`src/hdl/fdc_cmd_pkg.sv`:
```
package fdc_cmd_pkg;

    // Command opcodes and lock pattern
    localparam logic [7:0] OP_CONFIGURE  = 8'h13;
    localparam logic [7:0] OP_MODE       = 8'h01;
    localparam logic [6:0] LOCK_PATTERN  = 7'h14;
    localparam int         LOCK_REQ_BIT  = 7;

    // Result bytes
    localparam logic [7:0] INVALID_STATUS = 8'h80;
    localparam int         LOCK_RES_BIT   = 4;

    // Main status register bit positions
    localparam int MSR_RQM  = 7;
    localparam int MSR_DIO  = 6;
    localparam int MSR_BUSY = 4;

    // Parameter byte counts after the opcode
    localparam logic [3:0] CONFIG_PARAMS = 4'h3;
    localparam logic [3:0] MODE_PARAMS   = 4'h4;
    localparam logic [3:0] XFER_PARAMS   = 4'h8;
    localparam logic [3:0] XFER_GAP_IDX  = 4'h6;
    localparam int         XFER_KEPT     = 7;

    // Configure byte layout: 0 EIS FIFO POLL QUEUE_THRESHOLD[3:0]
    localparam int CFG_EIS      = 6;
    localparam int CFG_QUEUE    = 5;
    localparam int CFG_POLL     = 4;
    localparam int CFG_THR_MSB  = 3;

    // Mode second byte layout: WRITE_QUEUE_OFF READ_QUEUE_OFF BURST_OFF R255 0000
    localparam int MODE_WQ_OFF  = 7;
    localparam int MODE_RQ_OFF  = 6;
    localparam int MODE_BST_OFF = 5;

    // Values after reset
    localparam logic [7:0] CFG_DEFAULT    = 8'h20;
    localparam logic [7:0] PRECOMP_START_TRACK_DEFAULT = 8'h00;
    localparam logic [7:0] MODE0_DEFAULT  = 8'h02;
    localparam logic [7:0] MODE1_DEFAULT  = 8'h00;
    localparam logic [7:0] MODE2_DEFAULT  = 8'hc8;
    localparam logic [7:0] MODE3_DEFAULT  = 8'h00;

    // Recommended format gap for common media
    localparam logic [7:0] SIZE_512       = 8'h02;
    localparam logic [7:0] EOT_360K_720K  = 8'h09;
    localparam logic [7:0] EOT_1M2        = 8'h0f;
    localparam logic [7:0] EOT_1M44       = 8'h12;
    localparam logic [7:0] EOT_2M88       = 8'h24;
    localparam logic [7:0] GAP_360K_720K  = 8'h50;
    localparam logic [7:0] GAP_1M2        = 8'h54;
    localparam logic [7:0] GAP_1M44       = 8'h6c;
    localparam logic [7:0] GAP_2M88       = 8'h53;
    localparam logic [7:0] GAP_FALLBACK   = 8'hff;

    typedef enum logic [1:0] {K_CONFIG, K_MODE, K_XFER} cmd_kind_e;

endpackage

```
`src/hdl/fdc_host_if.sv`:
```
`timescale 1ns/1ns
`default_nettype none
interface fdc_host_if;
    logic       wr_stb;
    logic [7:0] wr_data;
    logic       rd_stb;
    logic [7:0] rd_data;
    logic [7:0] main_status_reg;
    logic       irq;
    logic       soft_rst;

    modport device (
        input  wr_stb,
        input  wr_data,
        input  rd_stb,
        input  soft_rst,
        output rd_data,
        output main_status_reg,
        output irq
    );

    modport host (
        output wr_stb,
        output wr_data,
        output rd_stb,
        output soft_rst,
        input  rd_data,
        input  main_status_reg,
        input  irq
    );
endinterface
`default_nettype wire

```
`src/hdl/fdc_cmd_dev.sv`:
```
`timescale 1ns/1ns
`default_nettype none
module fdc_cmd_dev (
    input  wire logic       clk_i,
    input  wire logic       sys_rst_i,
    fdc_host_if.device      bus,
    output logic            retain_o,
    output logic            queue_off_o,
    output logic            implied_seek_o,
    output logic            poll_off_o,
    output logic [3:0]      queue_threshold_o,
    output logic [7:0]      precomp_start_track_o,
    output logic            write_queue_off_o,
    output logic            write_via_queue_o,
    output logic            read_queue_off_o,
    output logic            burst_off_o,
    output logic [31:0]     mode_o,
    output logic            xfer_start_o,
    output logic [7:0]      xfer_opcode_o,
    output logic [55:0]     xfer_params_o,
    output logic [7:0]      last_sector_number_o
);

    typedef enum logic [1:0] {ST_CMD, ST_PARAM, ST_RESULT} phase_e;

    phase_e                  phase_r;
    fdc_cmd_pkg::cmd_kind_e  kind_r;
    logic [3:0]              cnt_r;
    logic [7:0]              result_r;
    logic                    lock_pend_r;
    logic                    lock_val_r;
    logic                    retain_r;
    logic [7:0]              cfg_r;
    logic [7:0]              precomp_start_track_r;
    logic [7:0]              mode_r [0:3];
    logic [7:0]              xfer_r [0:fdc_cmd_pkg::XFER_KEPT-1];
    logic [7:0]              xfer_op_r;
    logic                    start_r;

    function automatic logic is_xfer(input logic [7:0] op);
        unique case (op[4:0])
            5'h05, 5'h06, 5'h09, 5'h0c, 5'h11, 5'h16, 5'h19, 5'h1d: is_xfer = 1'b1;
            default: is_xfer = 1'b0;
        endcase
    endfunction

    wire       cmd_wr    = bus.wr_stb && (phase_r == ST_CMD);
    wire       param_wr  = bus.wr_stb && (phase_r == ST_PARAM);
    wire       res_rd    = bus.rd_stb && (phase_r == ST_RESULT);
    wire [7:0] op        = bus.wr_data;
    wire       op_cfg    = (op == fdc_cmd_pkg::OP_CONFIGURE);
    wire       op_mode   = (op == fdc_cmd_pkg::OP_MODE);
    wire       op_xfer   = is_xfer(op);
    wire       op_lock   = (op[6:0] == fdc_cmd_pkg::LOCK_PATTERN);
    wire       op_legal  = op_cfg || op_mode || op_xfer || op_lock;
    wire [3:0] cnt_last  = (kind_r == fdc_cmd_pkg::K_CONFIG) ? fdc_cmd_pkg::CONFIG_PARAMS - 4'h1 :
                           (kind_r == fdc_cmd_pkg::K_MODE)   ? fdc_cmd_pkg::MODE_PARAMS - 4'h1 :
                                                               fdc_cmd_pkg::XFER_PARAMS - 4'h1;
    wire       param_end = param_wr && (cnt_r == cnt_last);
    wire       lock_take = res_rd && lock_pend_r && !bus.soft_rst;

    wire [7:0] lock_result = {3'h0, op[fdc_cmd_pkg::LOCK_REQ_BIT], 4'h0};

    // Phase sequencing
    always_ff @(posedge clk_i) begin
        if (sys_rst_i || bus.soft_rst) begin
            phase_r     <= ST_CMD;
            kind_r      <= fdc_cmd_pkg::K_CONFIG;
            cnt_r       <= 4'h0;
            result_r    <= 8'h00;
            lock_pend_r <= 1'b0;
            lock_val_r  <= 1'b0;
        end else if (cmd_wr) begin
            cnt_r <= 4'h0;
            if (op_cfg) begin
                kind_r  <= fdc_cmd_pkg::K_CONFIG;
                phase_r <= ST_PARAM;
            end else if (op_mode) begin
                kind_r  <= fdc_cmd_pkg::K_MODE;
                phase_r <= ST_PARAM;
            end else if (op_xfer) begin
                kind_r  <= fdc_cmd_pkg::K_XFER;
                phase_r <= ST_PARAM;
            end else if (op_lock) begin
                result_r    <= lock_result;
                lock_pend_r <= 1'b1;
                lock_val_r  <= op[fdc_cmd_pkg::LOCK_REQ_BIT];
                phase_r     <= ST_RESULT;
            end else begin
                result_r <= fdc_cmd_pkg::INVALID_STATUS;
                phase_r  <= ST_RESULT;
            end
        end else if (param_wr) begin
            cnt_r <= cnt_r + 4'h1;
            if (param_end) begin
                phase_r <= ST_CMD;
            end
        end else if (res_rd) begin
            lock_pend_r <= 1'b0;
            phase_r     <= ST_CMD;
        end
    end

    // Retain flag, cleared by system reset, otherwise only moved by a completed lock
    always_ff @(posedge clk_i) begin
        if (sys_rst_i) begin
            retain_r <= 1'b0;
        end else if (lock_take) begin
            retain_r <= lock_val_r;
        end
    end

    wire       cfg_byte   = param_wr && (kind_r == fdc_cmd_pkg::K_CONFIG);
    wire       mode_byte  = param_wr && (kind_r == fdc_cmd_pkg::K_MODE);
    wire [7:0] cfg_soft   = retain_r ?
        {1'b0, fdc_cmd_pkg::CFG_DEFAULT[fdc_cmd_pkg::CFG_EIS], cfg_r[fdc_cmd_pkg::CFG_QUEUE],
         fdc_cmd_pkg::CFG_DEFAULT[fdc_cmd_pkg::CFG_POLL], cfg_r[3:0]} :
        fdc_cmd_pkg::CFG_DEFAULT;
    wire [7:0] precomp_start_track_soft = retain_r ? precomp_start_track_r : fdc_cmd_pkg::PRECOMP_START_TRACK_DEFAULT;
    wire [7:0] mode1_soft  = retain_r ?
        {mode_r[1][7:5], fdc_cmd_pkg::MODE1_DEFAULT[4:0]} :
        fdc_cmd_pkg::MODE1_DEFAULT;

    // Configure settings
    always_ff @(posedge clk_i) begin
        if (sys_rst_i) begin
            cfg_r    <= fdc_cmd_pkg::CFG_DEFAULT;
            precomp_start_track_r <= fdc_cmd_pkg::PRECOMP_START_TRACK_DEFAULT;
        end else if (bus.soft_rst) begin
            cfg_r    <= cfg_soft;
            precomp_start_track_r <= precomp_start_track_soft;
        end else if (cfg_byte && cnt_r == 4'h1) begin
            cfg_r    <= {1'b0, bus.wr_data[6:0]};
        end else if (cfg_byte && cnt_r == 4'h2) begin
            precomp_start_track_r <= bus.wr_data;
        end
    end

    // Mode settings
    always_ff @(posedge clk_i) begin
        if (sys_rst_i) begin
            mode_r[0] <= fdc_cmd_pkg::MODE0_DEFAULT;
            mode_r[1] <= fdc_cmd_pkg::MODE1_DEFAULT;
            mode_r[2] <= fdc_cmd_pkg::MODE2_DEFAULT;
            mode_r[3] <= fdc_cmd_pkg::MODE3_DEFAULT;
        end else if (bus.soft_rst) begin
            mode_r[0] <= fdc_cmd_pkg::MODE0_DEFAULT;
            mode_r[1] <= mode1_soft;
            mode_r[2] <= fdc_cmd_pkg::MODE2_DEFAULT;
            mode_r[3] <= fdc_cmd_pkg::MODE3_DEFAULT;
        end else if (mode_byte) begin
            mode_r[cnt_r[1:0]] <= bus.wr_data;
        end
    end

    // Transfer command capture, gap slot dropped
    wire       xfer_byte = param_wr && (kind_r == fdc_cmd_pkg::K_XFER);
    wire       xfer_keep = xfer_byte && (cnt_r != fdc_cmd_pkg::XFER_GAP_IDX);
    wire [2:0] xfer_idx  = (cnt_r > fdc_cmd_pkg::XFER_GAP_IDX) ? cnt_r[2:0] - 3'h1 : cnt_r[2:0];

    always_ff @(posedge clk_i) begin
        if (sys_rst_i) begin
            xfer_op_r <= 8'h00;
            start_r   <= 1'b0;
            for (int i = 0; i < fdc_cmd_pkg::XFER_KEPT; i++) begin
                xfer_r[i] <= 8'h00;
            end
        end else begin
            start_r <= param_end && (kind_r == fdc_cmd_pkg::K_XFER) && !bus.soft_rst;
            if (cmd_wr && op_xfer) begin
                xfer_op_r <= op;
            end
            if (xfer_keep) begin
                xfer_r[xfer_idx] <= bus.wr_data;
            end
        end
    end

    genvar g;
    generate
        for (g = 0; g < fdc_cmd_pkg::XFER_KEPT; g++) begin : g_xfer
            assign xfer_params_o[8*g +: 8] = xfer_r[g];
        end
        for (g = 0; g < 4; g++) begin : g_mode
            assign mode_o[8*g +: 8] = mode_r[g];
        end
    endgenerate

    // Host-visible status and data
    assign bus.main_status_reg = {1'b1, (phase_r == ST_RESULT), 1'b0,
                                  (phase_r != ST_CMD), 4'h0};
    assign bus.rd_data = result_r;
    assign bus.irq     = 1'b0;

    assign retain_o              = retain_r;
    assign queue_off_o           = cfg_r[fdc_cmd_pkg::CFG_QUEUE];
    assign implied_seek_o        = cfg_r[fdc_cmd_pkg::CFG_EIS];
    assign poll_off_o            = cfg_r[fdc_cmd_pkg::CFG_POLL];
    assign queue_threshold_o     = cfg_r[fdc_cmd_pkg::CFG_THR_MSB:0];
    assign precomp_start_track_o = precomp_start_track_r;
    assign write_queue_off_o     = mode_r[1][fdc_cmd_pkg::MODE_WQ_OFF];
    assign write_via_queue_o     = !cfg_r[fdc_cmd_pkg::CFG_QUEUE] &&
                                   !mode_r[1][fdc_cmd_pkg::MODE_WQ_OFF];
    assign read_queue_off_o      = mode_r[1][fdc_cmd_pkg::MODE_RQ_OFF];
    assign burst_off_o           = mode_r[1][fdc_cmd_pkg::MODE_BST_OFF];
    assign xfer_start_o          = start_r;
    assign xfer_opcode_o         = xfer_op_r;
    assign last_sector_number_o  = xfer_r[5];

endmodule
`default_nettype wire

```
`src/flat_wrapper.sv`:
```
// flat-port wrapper written by rule: the top's interface ports become plain ports
module fdc_cmd_dev_flat 
  (clk_i, sys_rst_i, retain_o, queue_off_o, implied_seek_o, poll_off_o, queue_threshold_o, precomp_start_track_o, write_queue_off_o, write_via_queue_o, read_queue_off_o, burst_off_o, mode_o, xfer_start_o, xfer_opcode_o, xfer_params_o, last_sector_number_o, bus_wr_stb, bus_wr_data, bus_rd_stb, bus_soft_rst, bus_rd_data, bus_main_status_reg, bus_irq);
  fdc_host_if bus_i ();
  input  wire logic clk_i;
  input  wire logic sys_rst_i;
  output logic retain_o;
  output logic queue_off_o;
  output logic implied_seek_o;
  output logic poll_off_o;
  output logic [3:0] queue_threshold_o;
  output logic [7:0] precomp_start_track_o;
  output logic write_queue_off_o;
  output logic write_via_queue_o;
  output logic read_queue_off_o;
  output logic burst_off_o;
  output logic [31:0] mode_o;
  output logic xfer_start_o;
  output logic [7:0] xfer_opcode_o;
  output logic [55:0] xfer_params_o;
  output logic [7:0] last_sector_number_o;
  input wire logic [$bits(bus_i.wr_stb)-1:0] bus_wr_stb;
  input wire logic [$bits(bus_i.wr_data)-1:0] bus_wr_data;
  input wire logic [$bits(bus_i.rd_stb)-1:0] bus_rd_stb;
  input wire logic [$bits(bus_i.soft_rst)-1:0] bus_soft_rst;
  output wire logic [$bits(bus_i.rd_data)-1:0] bus_rd_data;
  output wire logic [$bits(bus_i.main_status_reg)-1:0] bus_main_status_reg;
  output wire logic [$bits(bus_i.irq)-1:0] bus_irq;
  assign bus_i.wr_stb = bus_wr_stb;
  assign bus_i.wr_data = bus_wr_data;
  assign bus_i.rd_stb = bus_rd_stb;
  assign bus_i.soft_rst = bus_soft_rst;
  assign bus_rd_data = bus_i.rd_data;
  assign bus_main_status_reg = bus_i.main_status_reg;
  assign bus_irq = bus_i.irq;
  fdc_cmd_dev u_core (.clk_i(clk_i), .sys_rst_i(sys_rst_i), .bus(bus_i), .retain_o(retain_o), .queue_off_o(queue_off_o), .implied_seek_o(implied_seek_o), .poll_off_o(poll_off_o), .queue_threshold_o(queue_threshold_o), .precomp_start_track_o(precomp_start_track_o), .write_queue_off_o(write_queue_off_o), .write_via_queue_o(write_via_queue_o), .read_queue_off_o(read_queue_off_o), .burst_off_o(burst_off_o), .mode_o(mode_o), .xfer_start_o(xfer_start_o), .xfer_opcode_o(xfer_opcode_o), .xfer_params_o(xfer_params_o), .last_sector_number_o(last_sector_number_o));
endmodule
```
`config.mk`:
```
export PLATFORM = sky130hd
export DESIGN_NAME = fdc_cmd_dev_flat
export DESIGN_NICKNAME = d
export VERILOG_FILES = /design/src/hdl/fdc_cmd_pkg.sv /design/src/hdl/fdc_host_if.sv /design/src/hdl/fdc_cmd_dev.sv /design/src/flat_wrapper.sv
export SDC_FILE = /design/constraint.sdc
export NUM_CORES = 1
export LEC_CHECK = 0
export ABC_AREA = 1
export BUFFER_PORTS_ARGS = -buffer_cell sky130_fd_sc_hd__buf_4
export CORE_AREA = 5 5 119 121
export DETAILED_ROUTE_END_ITERATION = 8
export DIE_AREA = 0 0 124 126
export MAX_ROUTING_LAYER = met4
export PLACE_DENSITY = 0.73
export SETUP_SLACK_MARGIN = 0.5
export SYNTH_ARGS = -nofsm -noshare
export SYNTH_HDL_FRONTEND = slang
export SYNTH_SLANG_ARGS = --single-unit
```
`constraint.sdc`:
```
create_clock -name clk_i -period 2.9 [get_ports clk_i]
set_clock_uncertainty 0.15 [all_clocks]
set_input_delay 0.58 -clock clk_i [delete_from_list [all_inputs] [get_ports clk_i]]
set_output_delay 0.58 -clock clk_i [all_outputs]
set_load 0.005 [all_outputs]
```
Yosys cells after proc, flatten, opt, wreduce, memory -nomap -nowiden
Memory sizes are Yosys's and may differ from the RTL's.
Cells that the tools add are included.
{ "classes": {"n_eq_ne": 19, "mux": 51, "n_lt_le_gt_ge": 1, "n_bitwise": 7, "n_addsub": 2, "n_reduce_logical": 38} }
{ "ops": {"columns": ["cell", "n"], "rows": [
  ["2-to-1 mux 8 bit", 12],
  ["2-to-1 mux 2 bit", 11],
  ["2-to-1 mux 1 bit", 21],
  ["logical AND 1 bit", 16],
  ["OR reduction 8 bit", 2],
  ["2-to-1 mux 7 bit", 2],
  ["!= test 2 bit, second input constant", 6],
  ["2-to-1 mux 3 bit", 3],
  ["equality test 8 x 1 -> 1 bit, second input constant", 1],
  ["equality test 8 x 5 -> 1 bit, second input constant", 1],
  ["nonzero test 2 bit", 4],
  ["equality test 7 x 5 -> 1 bit, second input constant", 1],
  ["2-to-1 mux 6 bit", 1],
  ["AND reduction 2 bit", 3],
  ["AND reduction 6 bit", 1],
  ["nonzero test 3 bit", 2],
  ["AND reduction 5 bit", 1],
  ["adder 4 x 1 -> 4 bit, second input constant", 1],
  ["equality test 2 x 1 -> 1 bit, second input constant", 2],
  ["equality test 2 bit, second input constant", 2],
  ["equality test 4 x 1 -> 1 bit, second input constant", 1],
  ["equality test 4 x 2 -> 1 bit, second input constant", 1],
  ["equality test 4 bit", 1],
  ["> comparator 4 x 3 -> 1 bit, second input constant", 1],
  ["13 further kinds", 21]
]} }
{ "word_totals": {"mem_bits_ro": 32, "mem_bits_rw": 88, "ff_bits": 43, "elab_cells": 133, "input_bits": 13, "memories": 3} }
{ "memory_table": {"columns": ["memory", "depth", "word_bits", "rd", "rd_clocked_by_memory_dff", "write_ports", "line_no", "source"], "rows": [
  ["u_core.xfer_r", 7, 8, 7, 0, 7, "fdc_cmd_dev.sv:36", "logic [7:0] xfer_r [0:fdc_cmd_pkg::XFER_KEPT-1];"],
  ["(no name shown)", 32, 1, 1, 0, 0, "fdc_cmd_dev.sv:41", "unique case (op[4:0])"],
  ["u_core.mode_r", 4, 8, 4, 0, 4, "fdc_cmd_dev.sv:35", "logic [7:0] mode_r [0:3];"]
]} }

Logic depth before layout (Yosys ltp)
{ "depth": {"ltp_word": 9, "mapped_depth": 12} }

Worst setup path before layout
OpenSTA, ideal clock, no wires.
{ "synth_timing": {"path_kind": "register to register", "startpoint": "register u_core.cnt_r[0]", "endpoint": "memory u_core.xfer_r[1][0], enable pin", "arrival_time_ps": 1829, "setup_time_ps": 329, "synth_period_minus_slack_ps": 2308, "stages_incl_launch_ff": 10, "setup_slack_ps": 592, "required_time_ps": 2421, "path_cell_list": "dfxtp_1 > inv_1 > ha_1 > nand3_1 > nand3_2 > nor2_8 > nand3_4 > nor2_2 > nand2_2 > nand2_1"} }
{ "synth_lines": {"columns": ["element", "line_no", "source"], "rows": [
  ["start: declaration", "fdc_cmd_dev.sv:28", "logic [3:0] cnt_r;"],
  ["start signal: assignment", "fdc_cmd_dev.sv:94", "cnt_r <= cnt_r + 4'h1;"],
  ["end: declaration", "fdc_cmd_dev.sv:36", null]
]} }

==> results.sh <==
export IMPL_outcome="completed"
export IMPL_setup_reg_to_reg_worst_slack_ns=0.63
export IMPL_cap_viol_max_count=0
export IMPL_synth_adder_area_share_pct=2.118
export IMPL_timing_final_setup_violations=0
export IMPL_clock_power_share_pct=48.6
export IMPL_global_route_overflow_total=0
export IMPL_post_synth_and_or_nand_nor_area_fraction_pct=22.66
export IMPL_ctsLongestPathBuffers=2
export IMPL_wl_per_cell_um=15.95
export IMPL_antenna_left=0
export IMPL_dieArea_mm2=0.01562
export IMPL_cell_internal_power_mw=3.433
export IMPL_cp_cell_sequence="inv_2, ha_1, nand3_2, nand3_2, nor2_8, nand3_4, inv_2, nand3_2, nand2_4"
export IMPL_pin_count=155
export IMPL_core_area_mm2=0.01298
export IMPL_rr_startpoint="u_core.cnt_r[0]$_SDFFE_PP0N_"
export IMPL_ys_ff_latch=125
export IMPL_hpwlAfterDp_um=10330
export IMPL_timing_hold_worst_path_depth=2
export IMPL_clkLatencyLatePin_ns=0.41
export IMPL_total_power_mw=4.371
export IMPL_worst_ep_arrival_time_ns=2.23
export IMPL_cts_root_buffer="sky130_fd_sc_hd__clkbuf_16"
export IMPL_number_of_global_route_vias_before_repair=4246
export IMPL_required_ns=2.86
export IMPL_die_h_um=126
export IMPL_combinational_family_with_the_most_area_after_synthesis="simple AND/OR/NAND/NOR gates"
export IMPL_cts_sinks=125
export IMPL_tns_ns=0
export IMPL_synthesis_yosys_warnings=0
export IMPL_h_tree_depth=4
export IMPL_timing_fmax_ghz=0.4404
export IMPL_grt_antenna_before_repair=0
export IMPL_initial_core_util_pct=40.96
export IMPL_place_area_mm2=0.006454
export IMPL_timing_max_transition_violations_final=0
export IMPL_vias_cell=4.782
export IMPL_timing_reg2reg_worst_path_depth=9
export IMPL_power_switching_uw=937.1
export IMPL_crit_slowest_cell="sky130_fd_sc_hd__dfxtp_2"
export IMPL_hold_violations=0
export IMPL_yosys_cell_types_count=32
export IMPL_routed_via_count=4227
export IMPL_clkTransAtPathRegs_ns=0.05
export IMPL_post_cts_setup_buffer_count=0
export IMPL_worst_r2r_endpoint="u_core.xfer_r[3][4]$_SDFFCE_PN0P_"
export IMPL_tritoncts_buffers=17
export IMPL_critPathMostFrequentCell="sky130_fd_sc_hd__nand3_2"
export IMPL_post_detailed_route_drc_marker_count=0
export IMPL_buffer_ports_inserted=141
export IMPL_timing_final_crit_period_ns=2.270
export IMPL_drtIter0Drc=441
export IMPL_antenna_cells_inserted=0
export IMPL_grt_use_total_pct=18.77
export IMPL_drt_pass1_iterations=6
export IMPL_postRouteWirelength_um=14100
export IMPL_worst_hold_startpoint="u_core.xfer_opcode_o[2]$_SDFFE_PP0P_"
export IMPL_crit_path_max_fanout=9
export IMPL_finalNetCount=717
export IMPL_switching_share_pct=21.44
export IMPL_final_hold_worst_slack_ns=0.3028
export IMPL_cts_tree="done"
export IMPL_worstSetupPathType="flip-flop to flip-flop"
export IMPL_sequentialPowerShare_pct=45.0
export IMPL_final_area_mm2=0.007108
export IMPL_avgSynthCellArea_um2=9.649
export IMPL_gpl_final_weighted_congestion=0.8973
export IMPL_grt_pass1_wl_um=22020
export IMPL_crit_path_buf_inv_count=2
export IMPL_syn2layout_area_growth_pct=33.70
export IMPL_power_density_mw_per_mm2=614.9
export IMPL_rsz_0062_raised_after_global_routing="true"
export IMPL_portion_of_the_clock_cycle_consumed_by_the_worst_path_in_the_final_layout_pct=78.29
export IMPL_power_share_combinational_pct=6.4
export IMPL_seq_area_frac_synth_pct=62.13
export IMPL_muxShareOfSynthArea_pct=0
export IMPL_final_core_util_pct=54.76
export IMPL_hold_path_class="flip-flop to flip-flop"
export IMPL_p_leak_nw=3.187
export IMPL_layout_drive_gt1_share_pct=30.08
export IMPL_synth_xor_area_share_pct=0.1647
export IMPL_synth_area_in_compound_gates_pct=4.119
export IMPL_syn_inst=551
export IMPL_maxSlewHeadroom_pct=64.81
export IMPL_die_w_um=124
export IMPL_worst_ir_drop_vdd_mv=0.3556
export IMPL_crit_path_max_incr_delay_ns=0.40
export IMPL_timing_critical_path_max_delay_family="simple AND/OR/NAND/NOR gates"
export IMPL_timing_hold_worst_endpoint="u_core.xfer_opcode_o[2]$_SDFFE_PP0P_"
export IMPL_worstMarginPinSlew_ns=0.5244
export IMPL_syn_area_mm2=0.005316
export IMPL_maximum_number_of_pins_on_one_net_before_global_route_repair=32
export IMPL_rows=42
export IMPL_cp_end_kind="flip-flop"
export IMPL_critical_path_startpoint_type="flip-flop"
area by class of cell:
| type | instances | area, µm² |
|---|---|---|
| sequential | 125 | 3304 |
| clock inverter | 10 | 110.1 |
| clock buffer | 22 | 495.5 |
| timing repair buffer | 147 | 1104 |
| fill | 1125 | 5872 |
| multi-input combinational | 342 | 1642 |
| tap | 176 | 220.2 |
| inverter | 62 | 232.7 |
sequential cells by signal, summed over array words and instances (netlist names):
| signal | flops |
|---|---|
| u_core.kind_r | 2 |
| u_core.cfg_r | 7 |
| u_core.phase_r | 2 |
| u_core.mode_r | 32 |
| u_core.xfer_opcode_o | 8 |
| u_core.bus.rd_data | 2 |
| u_core.xfer_r | 56 |
| u_core.cnt_r | 4 |
| u_core.lock_val_r | 1 |
| u_core.precomp_start_track_o | 8 |
| u_core.xfer_start_o | 1 |
| u_core.retain_o | 1 |
| u_core.lock_pend_r | 1 |
logic make-up after synthesis:
kind of cell,Yosys count
other,2
and+or+nand+nor,276
xor gates and xnor gates,1
DFF,125
buffers and inverters,95
adders and majority gates,9
AOI/OAI and AO/OA,43
Yosys cell counts:
| library cell | count | area (µm²) |
|---|---|---|
| sky130_fd_sc_hd__and3_1 | 1 | 6.260 |
| sky130_fd_sc_hd__a31oi_1 | 1 | 6.260 |
| sky130_fd_sc_hd__buf_2 | 2 | 10.01 |
| sky130_fd_sc_hd__nand3_4 | 1 | 17.52 |
| sky130_fd_sc_hd__edfxtp_1 | 80 | 2402 |
| sky130_fd_sc_hd__inv_1 | 48 | 180.2 |
| sky130_fd_sc_hd__nor2_1 | 113 | 424.2 |
| sky130_fd_sc_hd__o21ai_1 | 2 | 10.01 |
| sky130_fd_sc_hd__nor2_4 | 1 | 11.26 |
| sky130_fd_sc_hd__nand3_2 | 4 | 40.04 |
| sky130_fd_sc_hd__nor2_2 | 4 | 25.02 |
| sky130_fd_sc_hd__conb_1 | 2 | 7.510 |
| sky130_fd_sc_hd__nand3_1 | 40 | 200.2 |
| sky130_fd_sc_hd__clkbuf_1 | 5 | 18.77 |
| sky130_fd_sc_hd__inv_2 | 8 | 30.03 |
| sky130_fd_sc_hd__buf_6 | 1 | 11.26 |
| sky130_fd_sc_hd__nand2_1 | 99 | 371.6 |
| sky130_fd_sc_hd__buf_4 | 25 | 187.7 |
| sky130_fd_sc_hd__o22ai_1 | 2 | 12.51 |
| sky130_fd_sc_hd__nor3_2 | 1 | 10.01 |
| sky130_fd_sc_hd__nand4_4 | 1 | 21.27 |
| sky130_fd_sc_hd__clkinv_1 | 6 | 22.52 |
| sky130_fd_sc_hd__a21oi_1 | 25 | 125.1 |
| sky130_fd_sc_hd__nor3_1 | 4 | 20.02 |
| sky130_fd_sc_hd__xor2_1 | 1 | 8.760 |
| sky130_fd_sc_hd__or2_2 | 1 | 6.260 |
| sky130_fd_sc_hd__nor4_1 | 2 | 12.51 |
| sky130_fd_sc_hd__dfxtp_1 | 45 | 900.9 |
| sky130_fd_sc_hd__o21ai_0 | 13 | 65.06 |
| sky130_fd_sc_hd__nand2_2 | 3 | 18.77 |
| sky130_fd_sc_hd__ha_1 | 9 | 112.6 |
| sky130_fd_sc_hd__nor2_8 | 1 | 20.02 |
layer usage:
layer / global-route usage [%] / wire (µm) / share of wire (%)
met1: 22.44 / 5648 / 40
met2: 30.45 / 7050 / 50
met3: 4.709 / 1076 / 7.6
met4: 7.216 / 323 / 2.3
met5: - / 0 / 0
power groups by stage:
stage	sequential [mW]	combinational [mW]	clock (mW)
after global routing	1.97	0.305	2.23
after CTS	1.97	0.276	2.14
after floorplan	2.00	0.128	0
final	1.97	0.278	2.12
after global placement	2.00	0.264	0
after detailed placement	2.01	0.272	0
per-stage QoR:
stage | instances | setup WS [ns]
2_1_floorplan | 562 | 0.5922
3_3_place_gp | 852 | 0.3969
4_1_cts | 884 | 0.4941
6_report | 884 | 0.6295
5_1_grt | 884 | 0.4794
3_5_place_dp | 852 | 0.2636
placed cells by master, fill, tap and decap left out, types with 9 or more instances in the layout:
| cell type | instances |
|---|---|
| sky130_fd_sc_hd__buf_4 | 147 |
| sky130_fd_sc_hd__nor2_1 | 113 |
| sky130_fd_sc_hd__nand2_1 | 94 |
| sky130_fd_sc_hd__edfxtp_1 | 80 |
| sky130_fd_sc_hd__inv_1 | 47 |
| sky130_fd_sc_hd__dfxtp_1 | 44 |
| sky130_fd_sc_hd__nand3_1 | 39 |
| sky130_fd_sc_hd__a21oi_1 | 25 |
| sky130_fd_sc_hd__clkbuf_16 | 18 |
| sky130_fd_sc_hd__o21ai_0 | 13 |
| sky130_fd_sc_hd__conb_1 | 13 |
| sky130_fd_sc_hd__inv_2 | 9 |
| sky130_fd_sc_hd__ha_1 | 9 |
worst max path at each step:
stage | startpoint | endpoint | slack (ns) | cells past startpoint
after floorplan | u_core.cnt_r[0]$_SDFFE_PP0N_ | u_core.xfer_r[1][0]$_SDFFCE_PN0P_ | 0.59 | 9
after global placement | u_core.cnt_r[0]$_SDFFE_PP0N_ | u_core.xfer_r[3][7]$_SDFFCE_PN0P_ | 0.40 | 9
after detailed placement | u_core.cnt_r[0]$_SDFFE_PP0N_ | u_core.xfer_r[3][6]$_SDFFCE_PN0P_ | 0.26 | 9
after CTS | u_core.cnt_r[0]$_SDFFE_PP0N_ | u_core.xfer_r[3][2]$_SDFFCE_PN0P_ | 0.49 | 9
after global routing | u_core.cnt_r[0]$_SDFFE_PP0N_ | u_core.xfer_r[0][1]$_SDFFCE_PN0P_ | 0.48 | 9
final | u_core.cnt_r[0]$_SDFFE_PP0N_ | u_core.xfer_r[3][4]$_SDFFCE_PN0P_ | 0.63 | 9
what timing repair did:
| action | in CTS | in global routing |
|---|---|---|
| setup endpoints to repair | 48 | 54 |
| gates cloned | 0 | 0 |
| pin swaps | 0 | 1 |
| resized for setup | 10 | 5 |
| hold buffers | 0 | 0 |
worst reg2reg max path, cell delays in order, from the launching register on:
cell and delay, ns:
sky130_fd_sc_hd__dfxtp_2 0.40, sky130_fd_sc_hd__inv_2 0.09, sky130_fd_sc_hd__ha_1 0.24, sky130_fd_sc_hd__nand3_2 0.13, sky130_fd_sc_hd__nand3_2 0.17, sky130_fd_sc_hd__nor2_8 0.19
sky130_fd_sc_hd__nand3_4 0.13, sky130_fd_sc_hd__inv_2 0.10, sky130_fd_sc_hd__nand3_2 0.19, sky130_fd_sc_hd__nand2_4 0.20
Power figures use the tool's default switching activity.
